$ cat config.mk
export PLATFORM = sky130hd
export DESIGN_NAME = external_memory_ctrl_pins
export DESIGN_NICKNAME = d
export VERILOG_FILES = /design/src/core/memctl_pkg.sv /design/src/core/byte_lane_decode.sv /design/src/core/external_memory_ctrl_pins.sv
export SDC_FILE = /design/constraint.sdc
export NUM_CORES = 1
export LEC_CHECK = 0
export BUFFER_PORTS_ARGS = -buffer_cell sky130_fd_sc_hd__buf_2
export CAP_MARGIN = 20
export CORE_AREA = 2 2 86 88
export DETAILED_ROUTE_END_ITERATION = 8
export DIE_AREA = 0 0 88 90
export PLACE_DENSITY = 0.84
export SETUP_SLACK_MARGIN = 0.02
export SLEW_MARGIN = 40
export SYNTH_ARGS = -nofsm -noshare
export SYNTH_HDL_FRONTEND = slang
export SYNTH_SLANG_ARGS = --single-unit
$ cat constraint.sdc
create_clock -name clk_sys -period 7.8 [get_ports clk_sys]
set_input_delay 0.78 -clock clk_sys [delete_from_list [all_inputs] [get_ports clk_sys]]
set_output_delay 0.78 -clock clk_sys [all_outputs]
set_load 0.1 [all_outputs]
$ cat src/core/memctl_pkg.sv
// constants shared by the external memory pin controller
// assumes one 100 MHz system clock and an internal request port driven by bus logic
//
// What this block does
// - eight active-low chip selects, one per device
// - general machine drives eight byte write enables
// - general machine output enable during reads
// - external transfer acknowledge ends general transaction
// - wait input high stalls programmed machine
// - programmed byte selects from address, size, width
// - six programmed general-purpose lines from pattern
// - sdram machine drives eight byte masks
// - a10 carries row bit, then command bit
// - sdram write, row and column strobes
// - address latch enable in external master mode
// - sdram address mux select in external master
// - two buffer controls shaped by config field
// - burst address bits advance each beat
// - parity chip byte select when parity separate
`default_nettype none
package memctl_pkg;

  localparam int NUM_CS = 8;
  localparam int NUM_LANES = 8;
  localparam int NUM_GPL = 6;
  localparam int PAT_LEN = 4;
  localparam int CFG_W = 2;

  localparam logic [NUM_CS-1:0] CS_IDLE = 8'hFF;
  localparam logic [NUM_LANES-1:0] LANES_IDLE = 8'hFF;
  localparam logic [NUM_GPL-1:0] GPL_IDLE = 6'h3F;
  localparam logic [1:0] BURST_ZERO = 2'h0;
  localparam logic [1:0] BEAT_ONE = 2'h1;

  // address bit shown on a10 in the row phase, low bit of the burst address field
  localparam int ROW_CMD_ADDR_BIT = 10;
  localparam int BURST_ADDR_LSB = 3;

  // machine select
  localparam logic [1:0] MACH_GCM = 2'h0;
  localparam logic [1:0] MACH_PRG = 2'h1;
  localparam logic [1:0] MACH_SDR = 2'h2;

  // transfer size codes (bytes = 1 << size)
  localparam logic [1:0] SIZE_BYTE = 2'h0;
  localparam logic [1:0] SIZE_HALF = 2'h1;
  localparam logic [1:0] SIZE_WORD = 2'h2;
  localparam logic [1:0] SIZE_DWORD = 2'h3;

  // port width codes
  localparam logic [1:0] PORT_8 = 2'h0;
  localparam logic [1:0] PORT_16 = 2'h1;
  localparam logic [1:0] PORT_32 = 2'h2;
  localparam logic [1:0] PORT_64 = 2'h3;

  // buffer control configurations
  localparam logic [CFG_W-1:0] BCFG_DIR_EN = 2'h0;
  localparam logic [CFG_W-1:0] BCFG_RD_WR = 2'h1;

  // sdram command bit carried on a10 during column phase (auto precharge)
  localparam logic SDR_A10_CMD = 1'b1;

  typedef enum logic [2:0] {
    ST_IDLE, ST_GCM, ST_PRG, ST_SDR_ACT, ST_SDR_RW, ST_DONE
  } mstate_t;

endpackage : memctl_pkg
`default_nettype wire

$ cat src/core/byte_lane_decode.sv
// byte lane decode from address, size and port width
// combinational, same clock domain as its user
`timescale 1ns/1ps
`default_nettype none
module byte_lane_decode
  import memctl_pkg::*;
(
  input wire logic [2:0] addr_lo,
  input wire logic [1:0] size,
  input wire logic [1:0] port_w,
  output logic [NUM_LANES-1:0] lanes
);
  logic [3:0] nbytes;
  logic [3:0] pbytes;
  logic [2:0] offs;
  logic [15:0] mask;

  // active-high lane enables; the caller inverts for the pins
  always_comb begin
    nbytes = 4'h1 << size;
    pbytes = 4'h1 << port_w;
    if (nbytes > pbytes) begin
      nbytes = pbytes;
    end
    offs = addr_lo & 3'(pbytes - 4'h1);
    mask = 16'((16'h1 << nbytes) - 16'h1) << offs;
    lanes = mask[NUM_LANES-1:0];
  end
endmodule : byte_lane_decode
`default_nettype wire

$ cat src/core/external_memory_ctrl_pins.sv
// pin sequencer for the three memory machines
// requests arrive from internal bus logic on clk_sys; ack and wait are pins
`timescale 1ns/1ps
`default_nettype none
module external_memory_ctrl_pins
  import memctl_pkg::*;
(
  input wire logic clk_sys,
  input wire logic rst,
  input wire logic req_valid,
  input wire logic [1:0] req_machine,
  input wire logic [2:0] req_cs,
  input wire logic req_write,
  input wire logic [31:0] req_addr,
  input wire logic [1:0] req_size,
  input wire logic [1:0] req_port_w,
  input wire logic [1:0] req_beats,
  input wire logic req_parity_en,
  input wire logic [NUM_GPL*PAT_LEN-1:0] prog_pattern,
  input wire logic ext_master_mode,
  input wire logic [CFG_W-1:0] buffer_ctrl_config,
  input wire logic gcm_transfer_ack_n,
  input wire logic prog_machine_wait_in,
  output logic req_ready,
  output logic done_pulse,
  output logic [NUM_CS-1:0] cs_n,
  output logic [NUM_LANES-1:0] gcm_byte_write_en_n,
  output logic read_output_en_n,
  output logic [NUM_LANES-1:0] prog_machine_byte_sel_n,
  output logic prog_machine_line_zero,
  output logic prog_machine_line_one,
  output logic prog_machine_line_two,
  output logic prog_machine_line_three,
  output logic prog_machine_line_four,
  output logic prog_machine_line_five,
  output logic [NUM_LANES-1:0] sdram_byte_mask,
  output logic sdram_row_cmd_bit,
  output logic sdram_write_en_n,
  output logic sdram_row_strobe_n,
  output logic sdram_col_strobe_n,
  output logic addr_latch_en,
  output logic sdram_addr_mux_sel,
  output logic data_buffer_ctrl_zero,
  output logic data_buffer_ctrl_one,
  output logic [1:0] burst_addr_out,
  output logic parity_chip_byte_sel_n
);

  ////////////////////////////////////////////////////////////////////////////
  // pin synchronisers
  logic ack_meta_q, ack_n_q;
  logic wait_meta_q, wait_q;

  // pulled-up ack idles high, so reset to the inactive level
  always_ff @(posedge clk_sys or posedge rst) begin
    if (rst) begin
      ack_meta_q <= 1'b1;
      ack_n_q <= 1'b1;
      wait_meta_q <= 1'b0;
      wait_q <= 1'b0;
    end else begin
      ack_meta_q <= gcm_transfer_ack_n;
      ack_n_q <= ack_meta_q;
      wait_meta_q <= prog_machine_wait_in;
      wait_q <= wait_meta_q;
    end
  end

  ////////////////////////////////////////////////////////////////////////////
  // request capture
  mstate_t state_q;
  logic [2:0] cs_q;
  logic wr_q;
  logic [31:0] addr_q;
  logic [1:0] size_q, port_q, beats_q, beat_q;
  logic par_q;
  logic [NUM_LANES-1:0] lanes;
  logic take;
  logic [1:0] step_q;

  assign take = (state_q == ST_IDLE) && req_valid;

  always_ff @(posedge clk_sys or posedge rst) begin
    if (rst) begin
      cs_q <= 3'h0;
      wr_q <= 1'b0;
      addr_q <= 32'h0;
      size_q <= SIZE_BYTE;
      port_q <= PORT_8;
      beats_q <= 2'h0;
      par_q <= 1'b0;
    end else if (take) begin
      cs_q <= req_cs;
      wr_q <= req_write;
      addr_q <= req_addr;
      size_q <= req_size;
      port_q <= req_port_w;
      beats_q <= req_beats;
      par_q <= req_parity_en;
    end
  end

  byte_lane_decode byte_lane_decode_inst (
    .addr_lo(addr_q[2:0]),
    .size(size_q),
    .port_w(port_q),
    .lanes(lanes)
  );

  ////////////////////////////////////////////////////////////////////////////
  // sequencer
  logic beat_end;
  logic last_beat;
  assign last_beat = (beat_q == beats_q);

  always_comb begin
    case (state_q)
      ST_GCM: beat_end = !ack_n_q;
      ST_PRG: beat_end = !wait_q && (step_q == 2'(PAT_LEN - 1));
      ST_SDR_RW: beat_end = 1'b1;
      default: beat_end = 1'b0;
    endcase
  end

  always_ff @(posedge clk_sys or posedge rst) begin
    if (rst) begin
      state_q <= ST_IDLE;
    end else begin
      case (state_q)
        ST_IDLE: if (req_valid) begin
          case (req_machine)
            MACH_GCM: state_q <= ST_GCM;
            MACH_PRG: state_q <= ST_PRG;
            default: state_q <= ST_SDR_ACT;
          endcase
        end
        ST_SDR_ACT: state_q <= ST_SDR_RW;
        ST_GCM, ST_PRG, ST_SDR_RW: if (beat_end && last_beat) begin
          state_q <= ST_DONE;
        end
        ST_DONE: state_q <= ST_IDLE;
        default: state_q <= ST_IDLE;
      endcase
    end
  end

  // programmed pattern step holds while wait is high
  always_ff @(posedge clk_sys or posedge rst) begin
    if (rst) begin
      step_q <= 2'h0;
    end else if (state_q != ST_PRG) begin
      step_q <= 2'h0;
    end else if (!wait_q) begin
      step_q <= step_q + 2'h1;
    end
  end

  // burst beat counter drives the burst address bits
  always_ff @(posedge clk_sys or posedge rst) begin
    if (rst) begin
      beat_q <= BURST_ZERO;
    end else if (take) begin
      beat_q <= BURST_ZERO;
    end else if (beat_end && !last_beat) begin
      beat_q <= beat_q + BEAT_ONE;
    end
  end

  ////////////////////////////////////////////////////////////////////////////
  // pin registers
  logic gcm_on, prg_on, sdr_on, act_on;
  assign gcm_on = (state_q == ST_GCM);
  assign prg_on = (state_q == ST_PRG);
  assign sdr_on = (state_q == ST_SDR_ACT) || (state_q == ST_SDR_RW);
  assign act_on = gcm_on || prg_on || sdr_on;

  logic [NUM_GPL-1:0] gpl;
  genvar g;
  generate
    for (g = 0; g < NUM_GPL; g++) begin : g_gpl
      assign gpl[g] = prg_on ? prog_pattern[g*PAT_LEN + int'(step_q)] : GPL_IDLE[g];
    end
  endgenerate

  always_ff @(posedge clk_sys or posedge rst) begin
    if (rst) begin
      req_ready <= 1'b0;
      done_pulse <= 1'b0;
      cs_n <= CS_IDLE;
      gcm_byte_write_en_n <= LANES_IDLE;
      read_output_en_n <= 1'b1;
      prog_machine_byte_sel_n <= LANES_IDLE;
      {prog_machine_line_five, prog_machine_line_four, prog_machine_line_three,
       prog_machine_line_two, prog_machine_line_one, prog_machine_line_zero} <= GPL_IDLE;
      sdram_byte_mask <= LANES_IDLE;
      sdram_row_cmd_bit <= 1'b0;
      sdram_write_en_n <= 1'b1;
      sdram_row_strobe_n <= 1'b1;
      sdram_col_strobe_n <= 1'b1;
      addr_latch_en <= 1'b0;
      sdram_addr_mux_sel <= 1'b0;
      data_buffer_ctrl_zero <= 1'b1;
      data_buffer_ctrl_one <= 1'b1;
      burst_addr_out <= BURST_ZERO;
      parity_chip_byte_sel_n <= 1'b1;
    end else begin
      req_ready <= (state_q == ST_IDLE) && !req_valid;
      done_pulse <= act_on && beat_end && last_beat;
      cs_n <= CS_IDLE;
      if (act_on) begin
        cs_n[cs_q] <= 1'b0;
      end
      gcm_byte_write_en_n <= (gcm_on && wr_q) ? ~lanes : LANES_IDLE;
      read_output_en_n <= !(gcm_on && !wr_q);
      prog_machine_byte_sel_n <= prg_on ? ~lanes : LANES_IDLE;
      {prog_machine_line_five, prog_machine_line_four, prog_machine_line_three,
       prog_machine_line_two, prog_machine_line_one, prog_machine_line_zero} <= gpl;
      sdram_byte_mask <= (state_q == ST_SDR_RW) ? ~lanes : LANES_IDLE;
      // row phase shows address bit 10, column phase shows the command bit
      sdram_row_cmd_bit <= (state_q == ST_SDR_ACT) ? addr_q[ROW_CMD_ADDR_BIT] :
                           (state_q == ST_SDR_RW) ? SDR_A10_CMD : 1'b0;
      sdram_row_strobe_n <= !(state_q == ST_SDR_ACT);
      sdram_col_strobe_n <= !(state_q == ST_SDR_RW);
      sdram_write_en_n <= !((state_q == ST_SDR_RW) && wr_q);
      addr_latch_en <= ext_master_mode && take;
      sdram_addr_mux_sel <= ext_master_mode && (state_q == ST_SDR_RW);
      // config picks enable+direction or separate read/write strobes
      if (buffer_ctrl_config == BCFG_RD_WR) begin
        data_buffer_ctrl_zero <= !(act_on && wr_q);
        data_buffer_ctrl_one <= !(act_on && !wr_q);
      end else begin
        data_buffer_ctrl_zero <= !act_on;
        data_buffer_ctrl_one <= !wr_q;
      end
      burst_addr_out <= act_on ? (addr_q[BURST_ADDR_LSB +: 2] + beat_q) : BURST_ZERO;
      parity_chip_byte_sel_n <= !(act_on && par_q);
    end
  end

endmodule : external_memory_ctrl_pins
`default_nettype wire

* Yosys cells after proc, flatten, opt, wreduce, memory -nomap -nowiden
Index checks and enable logic that the tools add are counted.
** Storage, ports and cells
- Register bits :: 85
- Output and inout bits :: 52
- Word-level logic and storage cells :: 156
- Bits of input ports :: 77
** Cells by class
- Reductions and logical operators :: 37
- Shift-type cells :: 4
- Order comparisons :: 9
- Eq/ne operators :: 12
- Add/sub/neg operators :: 10
- Mux-type cells :: 44
- Bitwise gates (word level) :: 3
** Operator list (count)
- $mux W8 :: 4
- $bmux W1 S5 :: 5
- $mux W1 :: 22
- $logic_and A1 B1 Y1 :: 16
- $not A8 Y8 :: 2
- $shl A1 B4 Y16 const A :: 1
- $shl A16 B3 Y8 :: 1
- $sub A16 B1 Y16 const B :: 1
- $logic_not A1 Y1 :: 13
- $add A5 B2 Y6 const A :: 2
- $lt A5 B6 Y1 const B :: 2
- $lt A6 B6 Y1 const B :: 2
- $add A4 B2 Y5 const A :: 2
- $mux W2 :: 5
- $pmux W3 S3 :: 1
- $shl A1 B2 Y4 const A :: 2
- $eq A3 B2 Y1 const B :: 2
- $lt A2 B6 Y1 const B :: 1
- $lt A4 B6 Y1 const B :: 1
- $mux W3 :: 2
- $add A2 B1 Y2 const B :: 2
- $add A3 B2 Y4 const A :: 1
- $eq A2 B1 Y1 const B :: 2
- $gt A4 B4 Y1 :: 1
- 23 further kinds :: 26

* Depth between registers and ports, before layout
Gate-level depths: netlist (run 1).
- Depth after elaboration :: 8
- Depth in mapped cells :: 16
- Gate-level depth less buffers :: 15

* By module
A second synthesis (run 1) with hierarchy kept.
** Unflattened totals
- Cells, all modules :: 321
- Area, all modules :: 3741.1 um2
** Modules (own cells, without submodules)
- external_memory_ctrl_pins :: area each 3062.9 um2, cells each 220, times used 1
- byte_lane_decode :: area each 678.2 um2, cells each 101, times used 1

* Least setup slack after synthesis (run 1)
Ideal clock, no wire load.
- Path type :: reg-to-reg
- Start point :: register port_q[0]
- End point :: register prog_machine_byte_sel_n[7]
- Data arrival time :: 3.122 ns
- Buffers on the path :: 1
- Slack :: 4.587 ns
- Period minus slack after synthesis :: 3.213 ns
- Cell stages (with the launch flop) :: 15
- Required time :: 7.709 ns
- Cell sequence :: dfrtp_1 > buf_2 > nor2_1 > ha_1 > inv_1 > maj3_2 > a211o_1 > o21a_1 > a21oi_1 > ha_1 > inv_1 > nor4_4 > nor4_1 > a221oi_2 > nand2_1
** Between the ends
- Cells in the longest elaborated chain, start to end :: 8
** Ends and longest elaborated chain
- from (decl) :: RTL line external_memory_ctrl_pins.sv:75 : logic [1:0] size_q, port_q, beats_q, beat_q;
- from (signal assigned) :: RTL line external_memory_ctrl_pins.sv:97 : port_q <= req_port_w;
- $shl A1 B2 Y4 (*) :: RTL line byte_lane_decode.sv:21 : pbytes = 4'h1 << port_w;
- $gt A4 B4 Y1 :: RTL line byte_lane_decode.sv:22 : if (nbytes > pbytes) begin
- $mux W4 :: RTL line byte_lane_decode.sv:22
- $shl A1 B4 Y16 :: RTL line byte_lane_decode.sv:26 : mask = 16'((16'h1 << nbytes) - 16'h1) << offs;
- $sub A16 B1 Y16 :: RTL line byte_lane_decode.sv:26
- $shl A16 B3 Y8 (*) :: RTL line byte_lane_decode.sv:26
- $not A8 Y8 (*) :: RTL line external_memory_ctrl_pins.sv:215 : prog_machine_byte_sel_n <= prg_on ? ~lanes : LANES_IDLE;
- $mux W8 (*) :: RTL line external_memory_ctrl_pins.sv:215
- to (signal assigned) :: RTL line external_memory_ctrl_pins.sv:215
- to (decl) :: RTL line external_memory_ctrl_pins.sv:29 : output logic [NUM_LANES-1:0] prog_machine_byte_sel_n,
Every way passes the cells marked *; elsewhere a longest branch is shown, timed or not.
A chain may end at the register's enable or synchronous reset.

* Final worst setup path (run 1)
- Start point :: register port_q[1]
- End point :: register prog_machine_byte_sel_n[7]
The elaborated chain is that of the path after synthesis.

==> results of run 1 <==
==> synthesized netlist by cell type, drive strengths merged (5+ instances only) <==
library cell   n  area share [%]
xor2           5             1.2
buf            5            0.64
nand2         43             4.4
nor2          29             2.9
nand3          7            0.95
inv           17             1.7
mux2          12             3.7
dfstp         47              33
clkbuf        12             1.2
o21ai         18             2.4
dfrtp         33              22
ha             5             1.7
mux4           6             3.7
a21oi          7            0.95
nand2b         9             1.5
and2           6             1.0
nor4           5             1.3
==> logic make-up (layout without fill, tap and decap cells) <==
logic type / after synthesis / count (layout) / synth area share [%]
simple gates: 123 / 123 / 16.6
fa+ha+maj: 7 / 7 / 2.27
flops: 80 / 80 / 55.8
xor+xnor: 9 / 9 / 2.13
buf+inv: 34 / 138 / 3.59
mux: 22 / 22 / 8.40
compound gates: 58 / 58 / 11.1
other cells: 1 / 1 / 0.102
==> final timing paths <==
kind                       slack (ns)                          to
min                              0.36                     ack_n_q
max                              3.95  prog_machine_byte_sel_n[7]
min in group asynchronous        0.61                     cs_q[1]
min reg2reg                      0.36                     ack_n_q
max reg2reg                      3.95  prog_machine_byte_sel_n[7]
max in group asynchronous        6.73                   size_q[1]
==> power groups by stage <==
stage	combinational, mW	sequential [mW]	clock, mW
2_1_floorplan	0.651	1.01	0
3_3_place_gp	1.18	0.661	0
3_5_place_dp	1.20	0.669	0
4_1_cts	1.20	0.662	0.323
5_1_grt	1.31	0.680	0.341
6_report	1.21	0.662	0.315
==> layout make-up <==
| type | count | area (um^2) |
|---|---|---|
| clock buffer | 11 | 153 |
| clock inverter | 5 | 63.8 |
| fill | 570 | 2510 |
| inverter | 17 | 63.8 |
| multi-input combinational | 220 | 1510 |
| sequential | 80 | 2060 |
| tap | 99 | 124 |
| timing repair buffer | 105 | 537 |
==> metal layers <==
metal  vias to the layer above  GRT usage (%)  part of all wire [%]
met5                         -              0                     0
met4                         0           8.85                   1.6
met3                         9           4.78                   5.9
met2                       112           33.7                    51
met1                      1372           25.2                    42
li1                       1356              -                     -
==> per-stage QoR <==
stage | instance area [um^2] | hold slack (ns) | util [%] | setup slack [ns]
finish | 4510 | 0.364 | 64.3 | 3.95
floorplan | 3690 | 0.331 | - | 4.59
detailed placement | 4300 | 0.355 | 61.2 | 4.04
global route | 4510 | 0.381 | 64.3 | 3.61
CTS | 4510 | 0.367 | 64.3 | 4.00
global placement | 4290 | 0.335 | 61.1 | 4.08
==> flip-flops by register name, summed over array words and instances (netlist names), 3 cells and up <==
signal                   count
addr_q                       6
cs_n                         8
cs_q                         3
gcm_byte_write_en_n          8
prog_machine_byte_sel_n      8
sdram_byte_mask              8
state_q                      3
==> flow_summary.yaml, run 1 <==
clock_tree:
  cts_setup_buffers: 0
  cts_hold_buf: 0
  clock-sinks: 80
  clock_latency_ns: 0.35
  cts_buffers: 9
  cts_buffer_depth: 2
  cts_tree: "yes"
  cts.clk_slew.worst_paths_ns: 0.08
  cts_root_buffer: "clkbuf_8"
  cts.repair.resized: 0
  cts_max_level: 3
logic_synthesis:
  synth_fp_nets: 416
  syn_area_um2: 3690
  yosysWarnings: 0
  syn_area_per_cell_um2: 11.1
  synth_edf_count: 0
  synth-seq-cells: 80
  synth_cell_types: 57
  syn_inst: 334
  ys_seq_area_share_pct: 55.8
  async_flop_share_pct: 100
  synthFlopType: "dfstp_2"
die:
  die_h_um: 90
  rows: 31
  core_um2: 7020
  dieArea_um2: 7920
  die_w_um: 88
  ios: 129
  start_util_pct: 52.6
finish:
  layout_common_cells: "buf_2 (102), dfstp_2 (47), nand2_1 (43)"
  nets: 515
  drive_above_1_share_pct: 44.3
  layout_commonest_cell: "buf_2"
  antenna_cells: 0
  finalNonFillerCells: 537
  area_growth_pct: 22.2
setup_path:
  cp.depth: 13
  crit_chain: "and2_1 -> inv_1 -> ha_1 -> o21a_1 -> a211o_1 -> o21a_1 -> a21oi_1 -> ha_1 -> inv_1 -> nor4_4 -> nor4_1 -> a221oi_2 -> nand2_1"
  worstSetupPathType: "reg2reg"
  cpPeakStageDelay_ns: 0.58
  crit_family: "compound AO/OA/AOI/OAI gates"
  startpoint: "port_q[1]"
  critical_path_arrival_ns: 4.09
  crit_path_end_kind: "flip-flop"
  reg2reg_from: "port_q[1]"
  crit_path_max_fanout: 14
  slowest_stage: "dfrtp_1"
  startpoint_type: "flip-flop"
  cp.buffers_inverters: 2
  rr_worst_depth: 13
  cp.required_ns: 8.04
drt:
  drtIter0Drc: 126
  num_vias: 2849
  wl_um: 7600
  postRouteAntennaNets: 0
  drc: 0
  wire_per_inst_um: 14.2
  via_per_inst: 5.31
  dr.pass1.iters: 4
power:
  switching_share_pct: 50.9
  power_frac_comb_pct: 55.2
  intPower_mw: 1.07
  max-vdd-ir-drop_v: 0.000192
  total_power_mw: 2.18
  switchingPower_mw: 1.11
  leakage_nw: 1.95
  p_clk_share_pct: 14.4
  pwr-share-seq_pct: 30.3
  powerDensity_nw_per_um2: 484
timing:
  hold_viol: 0
  tightest_slew_ns: 0.669
  finalSetupTns_ns: 0
  period_needed_ns: 3.85
  period_share_pct: 49.3
  rsz0062_at_grt: "false"
  setup_viol: 0
  max_freq_mhz: 260
  clock_skew_ns: 0.0143
  slew_viol_final: 0
  relSlewSlack_pct: 55.4
min_path:
  min_path_cells: 0
  worstHoldStart: "ack_meta_q"
  hold_path_class: "reg2reg"
status:
  run_status: "finished, final reports clean"
global_routing:
  grt_pass1_vias: 2738
  grt_usage_pct: 20.4
  grt_pass1_wl_um: 12500
  antenna_found_initial: 0
  grt_start_max_net_pins: 81
  grt_overflow: 0
placed_design:
  place_congestion: 0.892
  portBuffers: 102
  placed_cells: 521
  dpl.hpwl_um: 5650
job:
  maxCapViolCount: 0
Power figures use the tool's default switching activity.
==> inputs of run 2 (changes only) <==
- CORE_AREA: 2 2 86 88 -> 2 2 94 96
- DIE_AREA: 0 0 88 90 -> 0 0 96 98
- PLACE_DENSITY: 0.84 -> 0.75
- clock period: 7.8 -> 3.5 ns (I/O delays scaled with it)
==> run 2 against run 1 <==
Net effect: die area rose by 19%; first-iteration DRC count rose by 28%; via count barely moved; critical path depth fell by 1; cell area rose by 2.9%; largest cell class unchanged; highest routed layer unchanged.
==> flow_summary.yaml, run 2 (synthesis gave the netlist of run 1 again) <==
drt:
  drc: 0
  dr.pass1.iters: 4
  drtIter0Drc: 161
  postRouteAntennaNets: 0
  wl_um: 8330
  num_vias: 2850
  via_per_inst: 5.10
  wire_per_inst_um: 14.9
placed_design:
  place_congestion: 0.892
  dpl.hpwl_um: 6230
  placed_area_um2: 4410
  portBuffers: 102
finish:
  final_cell_area_um2: 4640
  num-fill-cells: 720
  antenna_cells: 0
  layout_common_cells: "buf_2 (102), dfstp_2 (47), nand2_1 (43)"
  layout_commonest_cell: "buf_2"
  drive_above_1_share_pct: 46.1
  area_growth_pct: 25.8
  nets: 528
timing:
  hold_viol: 0
  max_freq_mhz: 314
  slew_viol_final: 0
  period_needed_ns: 3.19
  finalSetupTns_ns: 0
  rsz0062_at_grt: "false"
  setup_viol: 0
  clock_skew_ns: 0.0113
  relSlewSlack_pct: 54.8
  period_share_pct: 91.1
  tightest_slew_ns: 0.675
setup_path:
  cp.required_ns: 3.76
  startpoint: "size_q[0]"
  worstSetupPathType: "reg2reg"
  crit_path_end_kind: "flip-flop"
  critical_path_arrival_ns: 3.45
  crit_path_max_fanout: 9
  rr_worst_depth: 12
  startpoint_type: "flip-flop"
  r2r_end: "sdram_byte_mask[7]"
  r2r_slack_ns: 0.31
  reg2reg_from: "size_q[0]"
clock_tree:
  clock_latency_ns: 0.35
  cts_tree: "yes"
  cts_buffer_depth: 2
  cts_hold_buf: 0
  cts.repair.resized: 0
  cts_max_level: 3
  cts_root_buffer: "clkbuf_8"
  clock-sinks: 80
  cts_setup_buffers: 0
  cts.clk_slew.worst_paths_ns: 0.08
  cts_buffers: 9
power:
  max-vdd-ir-drop_v: 0.000597
  pwr-share-seq_pct: 28.8
  p_clk_share_pct: 14.7
  powerDensity_nw_per_um2: 1100
  intPower_mw: 2.56
  leakage_nw: 2.02
  switching_share_pct: 49.8
  power_frac_comb_pct: 56.5
  switchingPower_mw: 2.54
die:
  start_util_pct: 43.6
  die_h_um: 98
  ios: 129
  die_w_um: 96
  rows: 34
  dieArea_um2: 9410
  core_um2: 8470
global_routing:
  grt_usage_pct: 19.0
  grt_start_max_net_pins: 81
  grt_pass1_vias: 2934
  antenna_found_initial: 0
  grt_overflow: 0
  grt_pass1_wl_um: 13900
status:
  run_status: "finished, final reports clean"
min_path:
  hold_path_class: "in2reg"
  hold_end: "ack_meta_q"
  worstHoldStart: "gcm_transfer_ack_n"
  min_path_cells: 1
job:
  maxCapViolCount: 0
-- run 2: cell type report --
cell class                      count  area, um^2  share of cell area, %
Sequential cell                    80        2060                   44.4
Multi-Input combinational cell    220        1510                   32.5
Timing Repair Buffer              118         643                   13.9
Clock buffer                       13         181                   3.91
Tap cell                          108         135                   2.91
Inverter                           17        63.8                   1.37
Clock inverter                      3        46.3                  0.997
-- run 2: power by group through the flow --
stage | logic, mW | registers, mW | clock network, mW
floorplan | 1.45 | 2.25 | 0
global placement | 2.84 | 1.46 | 0
detailed placement | 2.87 | 1.48 | 0
CTS | 2.88 | 1.46 | 0.767
global route | 3.13 | 1.50 | 0.815
finish | 2.88 | 1.46 | 0.748
-- run 2: critical path, cell delays in order (launching register included) --
cell and delay [ns]:
dfrtp_2 0.47, and2_1 0.20, ha_1 0.32, o21a_1 0.14, a211o_1 0.32, o21a_1 0.20
a21oi_1 0.16, ha_1 0.18, inv_1 0.09, nor4_4 0.41, nor4_1 0.15, a221oi_2 0.36
nand2_1 0.10
-- run 2: how the worst max path moves through the flow --
stage	depth (start not counted)	slack, ns	to
2_1_floorplan	14	0.29	prog_machine_byte_sel_n[7]
3_3_place_gp	12	0.28	prog_machine_byte_sel_n[7]
3_5_place_dp	14	0.26	sdram_byte_mask[7]
4_1_cts	14	0.24	sdram_byte_mask[7]
5_1_grt	12	0.03	prog_machine_byte_sel_n[7]
6_report	12	0.31	sdram_byte_mask[7]
-- run 2: through the flow --
step	hold WS (ns)	util [%]	power [mW]	cells	setup WS, ns
final	0.0941	54.8	5.09	559	0.311
after global routing	0.0674	54.8	5.45	559	0.0301
after CTS	0.0764	54.8	5.11	559	0.239
after detailed placement	0.336	52.1	4.34	543	0.265
after global placement	0.331	52.1	4.30	543	0.275
after floorplan	0.331	-	3.70	334	0.287
-- run 2: per-layer routing --
metal	share of wire (%)	global-route usage, %	routed length, um
met5	0	0	0
met4	0.96	4.84	80
met3	4.9	5.40	405
met2	53	32.1	4420
met1	41	23.9	3420
==> inputs of run 3 (changes only) <==
- CORE_AREA: 2 2 94 96 -> 2 2 89 91
- DIE_AREA: 0 0 96 98 -> 0 0 91 93
- PLACE_DENSITY: 0.75 -> 0.79
- clock period: 3.5 -> 3 ns (I/O delays scaled with it)
==> run 3 against run 2 <==
Net effect: the run now ends with setup timing left; total power grew 27%; hold slack worse by 0.040 ns; combinational power rose by 39%; clock skew down 0.0021 ns; die area is 10% lower; non-clock buffer count grew 18; setup slack worse by 0.34 ns; global-route usage is 1.2 points higher; critical path depth up 4; routed wire length grew 2.7%; sequential power is 16% higher; critical path type unchanged; critical endpoint is now sdram_byte_mask[4].
==> flow_summary.yaml, run 3 (synthesis gave the netlist of run 1 again) <==
placed_design:
  dpl.hpwl_um: 6190
  pre_cts_ws_ns: -0.0159
  portBuffers: 102
  place_congestion: 0.878
die:
  start_util_pct: 49.1
  die_w_um: 91
  die_h_um: 93
  ios: 129
  rows: 32
  core_um2: 7530
  dieArea_um2: 8460
setup_path:
  worstSetupPathType: "reg2reg"
  cp.buffers_inverters: 3
  critical_path_arrival_ns: 3.31
  crit_path_end_kind: "flip-flop"
  slowest_stage: "dfrtp_1"
  crit_path_max_fanout: 4
  cpPeakStageDelay_ns: 0.42
  startpoint_type: "flip-flop"
  cp.required_ns: 3.28
  crit_family: "compound AO/OA/AOI/OAI gates"
  crit_chain: "nor2_2 -> ha_2 -> inv_2 -> maj3_2 -> a211o_1 -> o21a_1 -> nor2_2 -> a21oi_2 -> ha_4 -> buf_4 -> nor4_2 -> a21oi_1 -> o21ai_1 -> nor3_2 -> buf_4 -> nand2_2"
timing:
  timing.hold.ws_ns: 0.0544
  max_freq_mhz: 330
  clock_skew_ns: 0.00919
  hold_viol: 0
  relSlewSlack_pct: 60.3
  setup_viol: 9
  rsz0062_at_grt: "true"
  period_needed_ns: 3.03
  setup_slack_ns: -0.0272
  slew_viol_final: 0
  finalSetupTns_ns: -0.138
  period_share_pct: 101
  tightest_slew_ns: 0.593
finish:
  layout_commonest_cell: "buf_2"
  multiInputGateArea_um2: 1630
  drive_above_1_share_pct: 52.0
  layout_common_cells: "buf_2 (102), dfstp_2 (47), nand2_1 (42)"
  seq_area_um2: 2060
  nets: 546
  num-fill-cells: 607
  area_growth_pct: 31.6
  final_core_util_pct: 64.6
  antenna_cells: 0
clock_tree:
  cts_buffer_depth: 2
  cts.clk_slew.worst_paths_ns: 0.08
  cts_root_buffer: "clkbuf_8"
  cts_buffers: 9
  clock_latency_ns: 0.34
  clock-sinks: 80
  cts_tree: "yes"
  cts_max_level: 3
power:
  max-vdd-ir-drop_v: 0.000553
  switching_share_pct: 49.2
  pwr-share-seq_pct: 26.1
  switchingPower_mw: 3.19
  power_frac_comb_pct: 62.0
  intPower_mw: 3.29
  p_clk_share_pct: 12.0
  powerDensity_nw_per_um2: 1330
  leakage_nw: 2.12
drt:
  drc: 0
  dr.pass1.iters: 4
  via_per_inst: 5.23
  wire_per_inst_um: 15.0
  drtIter0Drc: 132
  num_vias: 2986
  postRouteAntennaNets: 0
  wl_um: 8550
global_routing:
  antenna_found_initial: 0
  grt_pass1_vias: 2939
  grt_overflow: 0
  grt_start_max_net_pins: 34
  grt_pass1_wl_um: 13700
  grt_usage_pct: 20.3
min_path:
  hold_path_class: "in2reg"
status:
  violations: "setup timing"
  run_status: "finished with violations"
job:
  maxCapViolCount: 0
## run 3: changes by cell type in the layout (fill, tap and decap cells not counted), sizes merged
cell	change
buf	+17
clkbuf	-3
inv	+4
dlygate4sd3	+1
clkinvlp	-1
## run 3: cell type report
cell class	count	area share (%)
sequential	80	42.4
tap	102	2.63
clock inverter	6	1.31
timing repair buffer	136	16.0
clock buffer	10	2.63
inverter	17	1.39
multi-input combinational	220	33.6
## run 3: worst reg2reg max path, cell delays in order, from the launching register on
cell and delay [ns]:
dfrtp_1 0.42, nor2_2 0.16, ha_2 0.19, inv_2 0.04, maj3_2 0.31, a211o_1 0.32
o21a_1 0.24, nor2_2 0.13, a21oi_2 0.06, ha_4 0.17, buf_4 0.15, nor4_2 0.30
a21oi_1 0.08, o21ai_1 0.13, nor3_2 0.07, buf_4 0.14, nand2_2 0.06
## run 3: path summary, 6_finish.rpt
kind / start / to / slack, ns / cells past startpoint
hold / removal: gcm_transfer_ack_n / ack_meta_q / 0.05 / 1
hold reg to reg: wait_meta_q / wait_q / 0.35 / 0
setup / recovery: port_q[1] / sdram_byte_mask[4] / -0.03 / 16
setup reg to reg: port_q[1] / sdram_byte_mask[4] / -0.03 / 16
min in group asynchronous: rst / addr_latch_en / 0.54 / 3
max in group asynchronous: rst / gcm_byte_write_en_n[2] / 1.68 / 4
## run 3: timing repair
action,CTS,global route
cloned,0,0
setup buffers,6,4
hold buffers,1,0
pin swaps,3,15
setup endpoints to repair,9,18
hold endpoints to repair,14,0
resized for setup,5,21
## run 3: power groups by stage
stage / clock (mW) / combinational [mW] / sequential [mW]
after floorplan: 0 / 1.70 / 2.62
after global placement: 0 / 3.41 / 1.69
after detailed placement: 0 / 3.48 / 1.71
after CTS: 0.795 / 3.67 / 1.68
after global routing: 0.839 / 4.28 / 1.73
final: 0.776 / 4.01 / 1.69
## run 3: metrics by stage
step | instances | instance area [um^2] | power, mW
4_1_cts | 567 | 4730 | 6.15
5_1_grt | 571 | 4860 | 6.85
3_3_place_gp | 544 | 4450 | 5.10
6_report | 571 | 4860 | 6.48
3_5_place_dp | 544 | 4450 | 5.19
2_1_floorplan | 334 | 3700 | 4.32
## run 3: metal layers
layer	track usage (%)	share of wire [%]	vias up
met3	4.59	5.5	12
li1	-	-	1426
met5	0	0	-
met1	26.1	44	1434
met2	33.7	49	114
met4	7.58	1.8	0
